**config.mk**
```make
export PLATFORM = sky130hd
export DESIGN_NAME = ipc_bank
export DESIGN_NICKNAME = d
export VERILOG_FILES = /design/src/common/ipc_pkg.sv /design/src/rtl/ipc_bank.sv /design/src/rtl/ipc_flag_cell.sv
export SDC_FILE = /design/constraint.sdc
export NUM_CORES = 1
export LEC_CHECK = 0
export BUFFER_PORTS_ARGS = -buffer_cell sky130_fd_sc_hd__buf_2
export CAP_MARGIN = 10
export CORE_ASPECT_RATIO = 0.5
export CORE_MARGIN = 4
export CORE_UTILIZATION = 50
export CTS_CLUSTER_SIZE = 24
export DETAILED_ROUTE_END_ITERATION = 16
export GPL_ROUTABILITY_DRIVEN = 0
export GPL_TIMING_DRIVEN = 0
export PLACE_DENSITY = 0.72
export SKIP_LAST_GASP = 1
export SYNTH_ARGS = -nofsm -noshare
export SYNTH_HDL_FRONTEND = slang
export SYNTH_SLANG_ARGS = --single-unit
```
**constraint.sdc**
```tcl
create_clock -name core_clk_i -period 1.63 [get_ports core_clk_i]
set_clock_uncertainty 0.2 [all_clocks]
set_input_delay 0.163 -clock core_clk_i [delete_from_list [all_inputs] [get_ports core_clk_i]]
set_output_delay 0.163 -clock core_clk_i [all_outputs]
set_load 0.05 [all_outputs]
```
**src/common/ipc_pkg.sv**
```systemverilog
`default_nettype none
package ipc_pkg;

  // ---------------------------------------------------------------
  // bus and bank geometry
  // ---------------------------------------------------------------
  localparam int ADDR_W  = 8;
  localparam int DATA_W  = 8;
  localparam int NUM_LO  = 8;
  localparam int NUM_HI  = 6;
  localparam int NUM_SRC = NUM_LO + NUM_HI;

  // ---------------------------------------------------------------
  // register offsets
  // ---------------------------------------------------------------
  localparam logic [ADDR_W-1:0] OFF_FLAGS_LO = 8'hdb;
  localparam logic [ADDR_W-1:0] OFF_FLAGS_HI = 8'hdc;
  localparam logic [ADDR_W-1:0] OFF_MASK_HI  = 8'hde;
  localparam logic [ADDR_W-1:0] OFF_MASK_LO  = 8'hdf;
  localparam logic [ADDR_W-1:0] OFF_SOFT_EN  = 8'he1;

  // ---------------------------------------------------------------
  // fields and reset values
  // ---------------------------------------------------------------
  localparam int SOFT_EN_BIT = 0;
  localparam logic [NUM_LO-1:0] RST_MASK_LO = 8'h00;
  localparam logic [NUM_HI-1:0] RST_MASK_HI = 6'h00;
  localparam logic              RST_SOFT_EN = 1'b0;
  localparam logic              RST_FLAG    = 1'b0;
  localparam logic [DATA_W-1:0] RD_ZERO     = 8'h00;

  // ---------------------------------------------------------------
  // source positions in the flat event vector
  // ---------------------------------------------------------------
  localparam int SRC_TIMER1  = 0;
  localparam int SRC_TIMER2  = 1;
  localparam int SRC_BUS_RST = 2;
  localparam int SRC_SOF     = 3;
  localparam int SRC_EP0     = 4;
  localparam int SRC_EP4     = 8;
  localparam int SRC_WAKE    = 13;

  typedef struct packed {
    logic [ADDR_W-1:0] addr;
    logic [DATA_W-1:0] wdata;
    logic              wr;
    logic              rd;
  } ipc_bus_req_t;

endpackage
`default_nettype wire

```
**src/rtl/ipc_bank.sv**
```systemverilog
// Summary of operation
// - flag registers read back posted flags
// - zero write, posting off, clears flag
// - clearing an empty flag changes nothing
// - one write, posting on, posts flag
// - one write, posting off, no effect
// - zero write, posting on, no effect
// - mask zero masks, one unmasks source
// - masked source still sets posted flag
// - only unmasked posted flags become pending
// - lower mask: ep3..ep0, sof, reset, timers
// - upper mask: wake bit5, ep8..ep4 below
// - lower flags: ep3..ep0, sof, reset, timers
// - upper flags: wake bit5, ep8..ep4 below
// - posting enable is bit0 of own register
`timescale 1ns/1ns
`default_nettype none
module ipc_bank (
  input  wire logic                            core_clk_i,
  input  wire logic                            arst_n_i,
  input  wire ipc_pkg::ipc_bus_req_t           bus_i,
  output var  logic [ipc_pkg::DATA_W-1:0]      rd_data_o,
  input  wire logic [ipc_pkg::NUM_SRC-1:0]     src_evt_i,
  output var  logic [ipc_pkg::NUM_SRC-1:0]     posted_o,
  output var  logic [ipc_pkg::NUM_SRC-1:0]     pending_o,
  output var  logic                            soft_post_enable_o
);

  localparam int LO = ipc_pkg::NUM_LO;
  localparam int HI = ipc_pkg::NUM_HI;
  localparam int NS = ipc_pkg::NUM_SRC;

  logic [LO-1:0]             source_mask_lower_r;
  logic [HI-1:0]             source_mask_upper_r;
  logic                      soft_post_enable_r;
  logic [ipc_pkg::DATA_W-1:0] rd_data_r;
  logic [ipc_pkg::DATA_W-1:0] rd_data_nxt;
  logic [NS-1:0]             flags_q;
  logic [NS-1:0]             mask_q;
  logic [NS-1:0]             sw_post;
  logic [NS-1:0]             sw_clr;
  logic [NS-1:0]             wr_bits;
  logic [NS-1:0]             wr_sel;

  // ---------------------------------------------------------------
  // address decode
  // ---------------------------------------------------------------
  wire hit_flags_lo = bus_i.addr == ipc_pkg::OFF_FLAGS_LO;
  wire hit_flags_hi = bus_i.addr == ipc_pkg::OFF_FLAGS_HI;
  wire hit_mask_lo  = bus_i.addr == ipc_pkg::OFF_MASK_LO;
  wire hit_mask_hi  = bus_i.addr == ipc_pkg::OFF_MASK_HI;
  wire hit_soft_en  = bus_i.addr == ipc_pkg::OFF_SOFT_EN;

  wire wr_flags_lo = bus_i.wr & hit_flags_lo;
  wire wr_flags_hi = bus_i.wr & hit_flags_hi;
  wire wr_mask_lo  = bus_i.wr & hit_mask_lo;
  wire wr_mask_hi  = bus_i.wr & hit_mask_hi;
  wire wr_soft_en  = bus_i.wr & hit_soft_en;

  // ---------------------------------------------------------------
  // write effects on posted flags
  // ---------------------------------------------------------------
  // reserved bits 7:6 of the upper flag register are dropped here,
  // so a careless nonzero write there cannot reach any flag
  assign wr_bits = {bus_i.wdata[HI-1:0], bus_i.wdata};
  assign wr_sel  = {{HI{wr_flags_hi}}, {LO{wr_flags_lo}}};

  // posting enabled: ones post, zeros do nothing
  assign sw_post = wr_sel & wr_bits & {NS{soft_post_enable_r}};
  // posting disabled: zeros clear, ones do nothing
  assign sw_clr  = wr_sel & ~wr_bits
                 & {NS{~soft_post_enable_r}};

  assign mask_q = {source_mask_upper_r, source_mask_lower_r};

  // ---------------------------------------------------------------
  // per-source flag cells
  // ---------------------------------------------------------------
  for (genvar i = 0; i < NS; i++) begin : g_src
    ipc_flag_cell u_cell (
      .core_clk_i (core_clk_i),
      .arst_n_i   (arst_n_i),
      .evt_i      (src_evt_i[i]),
      .sw_post_i  (sw_post[i]),
      .sw_clr_i   (sw_clr[i]),
      .unmask_i   (mask_q[i]),
      .posted_o   (flags_q[i]),
      .pending_o  (pending_o[i])
    );
  end

  assign posted_o = flags_q;

  // ---------------------------------------------------------------
  // control registers
  // ---------------------------------------------------------------
  always_ff @(posedge core_clk_i or negedge arst_n_i) begin
    if (!arst_n_i) begin
      source_mask_lower_r <= ipc_pkg::RST_MASK_LO;
      source_mask_upper_r <= ipc_pkg::RST_MASK_HI;
      soft_post_enable_r  <= ipc_pkg::RST_SOFT_EN;
    end else begin
      if (wr_mask_lo) begin
        source_mask_lower_r <= bus_i.wdata;
      end
      if (wr_mask_hi) begin
        source_mask_upper_r <= bus_i.wdata[HI-1:0];
      end
      if (wr_soft_en) begin
        soft_post_enable_r <= bus_i.wdata[ipc_pkg::SOFT_EN_BIT];
      end
    end
  end

  assign soft_post_enable_o = soft_post_enable_r;

  // ---------------------------------------------------------------
  // read path
  // ---------------------------------------------------------------
  // data stands only in the cycle after the strobe; unmapped reads
  // and reserved bits return zero
  wire [ipc_pkg::DATA_W-1:0] rd_flags_lo = flags_q[LO-1:0];
  wire [ipc_pkg::DATA_W-1:0] rd_flags_hi = {2'h0, flags_q[NS-1:LO]};
  wire [ipc_pkg::DATA_W-1:0] rd_mask_hi  = {2'h0, source_mask_upper_r};
  wire [ipc_pkg::DATA_W-1:0] rd_soft_en  = {7'h00, soft_post_enable_r};

  assign rd_data_nxt =
    !bus_i.rd    ? ipc_pkg::RD_ZERO :
    hit_flags_lo ? rd_flags_lo :
    hit_flags_hi ? rd_flags_hi :
    hit_mask_lo  ? source_mask_lower_r :
    hit_mask_hi  ? rd_mask_hi :
    hit_soft_en  ? rd_soft_en :
                   ipc_pkg::RD_ZERO;

  always_ff @(posedge core_clk_i or negedge arst_n_i) begin
    if (!arst_n_i) begin
      rd_data_r <= ipc_pkg::RD_ZERO;
    end else begin
      rd_data_r <= rd_data_nxt;
    end
  end

  assign rd_data_o = rd_data_r;

  wire no_evt = src_evt_i == '0;
endmodule
`default_nettype wire

```
**src/rtl/ipc_flag_cell.sv**
```systemverilog
`timescale 1ns/1ns
`default_nettype none
module ipc_flag_cell (
  input  wire logic core_clk_i,
  input  wire logic arst_n_i,
  input  wire logic evt_i,
  input  wire logic sw_post_i,
  input  wire logic sw_clr_i,
  input  wire logic unmask_i,
  output var  logic posted_o,
  output var  logic pending_o
);

  logic flag_r;
  logic flag_nxt;
  logic pending_r;

  // ---------------------------------------------------------------
  // posted flag
  // ---------------------------------------------------------------
  // a source event outranks a clearing write in the same cycle
  assign flag_nxt = evt_i | sw_post_i | (flag_r & ~sw_clr_i);

  always_ff @(posedge core_clk_i or negedge arst_n_i) begin
    if (!arst_n_i) begin
      flag_r    <= ipc_pkg::RST_FLAG;
      pending_r <= ipc_pkg::RST_FLAG;
    end else begin
      flag_r    <= flag_nxt;
      pending_r <= flag_r & unmask_i;
    end
  end

  assign posted_o  = flag_r;
  assign pending_o = pending_r;

endmodule
`default_nettype wire

```
==> out/results.env <==
STATUS='completed'
INITIAL_ANTENNA_VIOLATION_COUNT=0
SYNTH_SIMPLE_GATE_AREA_FRAC=0.169
DRT_PRE_ANTENNA_ITERS=4
GRT_PASS1_WL_MM=11.5
SYNTH.DISTINCT_CELLS=39
CRIT_PATH_START_KIND='primary input'
CRITICAL_PATH_CLASS='in -> reg'
TIGHTEST_SLEW_PS=617
DRT.ANTENNA.VIOLATING_NETS=0
START_UTIL=0.528
DIEWIDTH_UM=111
GLOBALROUTETOTALUTIL=0.226
FLOORPLAN.ROWS=18
GRT_MAX_DEGREE=52
SYNTH_WARNINGS=0
DRT-WIRELENGTH-PER-CELL_UM=17.3
DP_SLACK_PS=-485
SYNTH-EDFF-COUNT=0
FINAL_PERIOD_DEMAND_OF_THE_WORST_PATH_PS=1580
CLOCK_INSERTION_DELAY_WORST_SKEW_PS=310
WORST-PATH-MAX-FANOUT=6
HTREE_LEVELS=2
HOLD-WORST-SLACK_PS=6.32
CLOCK.FMAX_MHz=633
POST_SYNTH_MUX_AREA_SHARE=0.0755
MAXIMUM_CLOCK_INSERTION_BUFFER_COUNT=2
SYNTH.AREA.TOP_CELLS='dfrtp_1, buf_4, mux2_2, a311oi_1, and2_1'
POWER-PER-CELL-AREA_nW_PER_UM2=847
TIMING.HOLD.WORST.CLASS='in -> reg'
TOTAL_LEAKAGE_POWER_nW=1.68
FINALCRITPERIODSHARE=0.969
SEQPWRFRAC=0.490
NUMBER_OF_PORT_BUFFERS=68
CTS_TREE='built'
NUMBER_OF_CLOCK_SINKS_SEEN_BY_CTS=51
SYNTH_TOP_FAMILY_BY_AREA='simple AND/OR/NAND/NOR gates'
DPL.HPWL_MM=4.79
YOSYS_REGISTER_BITS=51
ASYNC_FLOP_SHARE=1.00
GRT_OVERFLOW=0
POWER.SHARE.CLOCK=0.249
CELLINTERNALPOWER_mW=1.94
AVGSYNTHCELLAREA_SQ_UM=11.1
DIE_H_UM=59.5
SYNTH_LARGEST_TYPE_AREA_FRACTION=0.481
FIN_WS_PS=51.1
SWITCHINGPOWER_uW=988
SYNTHXORXNORAREAFRAC=0
CP_DATA_ARRIVAL_TIME_PS=1580
YOSYS.AREA_SHARE.ADDER=0
WORST_MAX_SLEW_MARGIN_EXPRESSED_RELATIVE_TO_THE_LIMIT=0.588
SYNTH_COMPOUND_AREA_FRAC=0.145
NUM_IO_PINS=71
CORE_SQ_UM=5020
AREA_LEADER_NETLIST='dfrtp_1'
PWR-SHARE-COMB=0.261
ANTENNA_DIODE_COUNT=0
IRDROPWORSTVDD_V=0.000420
FINAL_NET_COUNT=375
DRIVE_ABOVE_1_SHARE=0.442
SETUP-VIOLATIONS-FINAL=0
ROUTE.DETAILED.DRC=0
COUNT_OF_FILL_CELLS_ADDED_DURING_FILLER_INSERTION=410
COUNT_OF_FINAL_HOLD_CHECK_VIOLATIONS=0
LEADING_REGISTER_CELL_TYPE_OUT_OF_SYNTHESIS='dfrtp_1'
NUM_VIAS=2277
CLOCK_BUFFERS_CREATED_BY_TRITONCTS=5
CLK_TRANSITION_REPORTED_PATHS_PS=90
NUMBER_OF_DRC_VIOLATIONS_AFTER_DETAILED_ROUTING_ITERATION_0=97
CRITPATHREQUIREDTIME_PS=1630
CTS-ROOT-BUF='clkbuf_8'
MAXCAPVIOLATIONS=0
VIAS_PER_INSTANCE=5.53
SYN_AREA_SQ_UM=2650
SYNTH.YOSYS.SEQ_AREA_SHARE=0.481
TOTALWIRELENGTH_MM=7.15
SWITCHING_PORTION_OF_TOTAL_POWER=0.338
CRIT_PATH_END_KIND='register'
POST_SYNTH_INST_COUNT=239
FP.DIEAREA_SQ_UM=6600
FINAL-MAX-SLEW-VIOLATION-COUNT=0
SYN_TO_FINAL_GROWTH_PCT=30.1
SYNTH.NET_COUNT=273
GRT_PASS1_VIAS=2253
-- final timing paths --
| kind | depth (start not counted) | end | start | slack, ps |
|---|---|---|---|---|
| hold reg to reg | 1 | g_src[11].u_cell.pending_o | source_mask_upper_r[3] | 310 |
| setup reg to reg | 3 | g_src[3].u_cell.posted_o | soft_post_enable_o | 90 |
| hold / removal | 3 | g_src[1].u_cell.posted_o | src_evt_i[1] | 6 |
| max in group asynchronous | 3 | soft_post_enable_o | arst_n_i | 550 |
| setup / recovery | 6 | source_mask_upper_r[2] | bus_i[15] | 50 |
| min in group asynchronous | 2 | g_src[0].u_cell.pending_o | arst_n_i | 120 |
-- layer usage --
layer	vias up	GRT usage	share of wire
met2	110	0.372	0.48
li1	1057	-	-
met1	1093	0.304	0.42
met5	-	0	0
met3	17	0.0489	0.082
met4	0	0.0754	0.014
-- worst max-delay path: stages --
cell and delay [ps]:
buf_2 160, and4b_2 340, nand4_4 170, nor3b_4 260, buf_6 160, mux2_2 330
-- power by group through the flow --
stage | registers [mW] | logic [mW] | clock network [mW]
floorplan | 1.44 | 0.516 | 0
global placement | 1.45 | 0.694 | 0
detailed placement | 1.46 | 0.709 | 0
CTS | 1.43 | 0.751 | 0.730
global route | 1.45 | 0.811 | 0.794
finish | 1.43 | 0.763 | 0.729
-- flip-flops by register name, indices dropped and copies added (netlist names) --
name and flops:
source_mask_lower_r 8, g_src.u_cell.posted_o 14, soft_post_enable_o 1, source_mask_upper_r 6
g_src.u_cell.pending_o 14, rd_data_o 8
-- cells in the mapped netlist (all sizes together) (2+ instances only) --
cell and instances:
a21oi 11, buf 31, nand4 3, mux2 16, clkbuf 7, nor2 19
mux2i 2, a311oi 16, nand2b 4, nor3 11, o221a 4, nor4 8
or4 2, dfrtp 51, and2 14, o31ai 6, inv 8, o21ai 4
nand2 4, nand3 2, a211oi 4
-- kinds of logic (layout without fill, tap and decap cells) --
logic type	count (synthesis)	count (layout)
buf+inv	47	150
compound gates	51	51
flops	51	51
simple gates	72	72
mux	18	18
-- cell type report --
class | instances | area (sq um) | share of cell area
multi-input combinational | 141 | 1050 | 0.305
clock inverter | 3 | 15.0 | 0.00435
sequential | 51 | 1280 | 0.370
clock buffer | 5 | 68.8 | 0.0199
tap | 70 | 87.6 | 0.0254
buffer | 38 | 302 | 0.0874
timing repair buffer | 96 | 617 | 0.179
inverter | 8 | 30.0 | 0.00871
-- cell usage in the layout (no fill, tap or decap), drive strengths merged, types with 2 or more instances in the layout --
cell type and count:
nor4 8, a211oi 4, o31ai 6, nand4 3, nand3 2, clkinv 3
mux2i 2, or4 2, buf 107, a21oi 11, dlygate4sd3 20, mux2 16
nand2 4, clkbuf 12, nor3 11, dfrtp 51, nor2 19, o221a 4
and2 14, a311oi 16, o21ai 4, inv 8, nand2b 4
-- repair_timing --
item                                    in CTS  in global routing
hold endpoints to repair                    77                 17
endpoints found under the setup margin      22                  8
resized for setup                            3                  3
pin swaps                                    2                  1
hold buffers                                19                  1
buffers inserted                             6                  1
-- stage by stage --
step	util	std cells	total power, mW	area (sq um)	TNS (ps)
floorplan	-	239	1.95	2650	0
global placement	0.613	377	2.14	3080	-9550
detailed placement	0.613	377	2.16	3080	-10250
CTS	0.677	409	2.91	3400	0
global route	0.687	412	3.05	3450	-0.741
finish	0.687	412	2.92	3450	0
No activity file was read; power rests on OpenSTA's default activity.
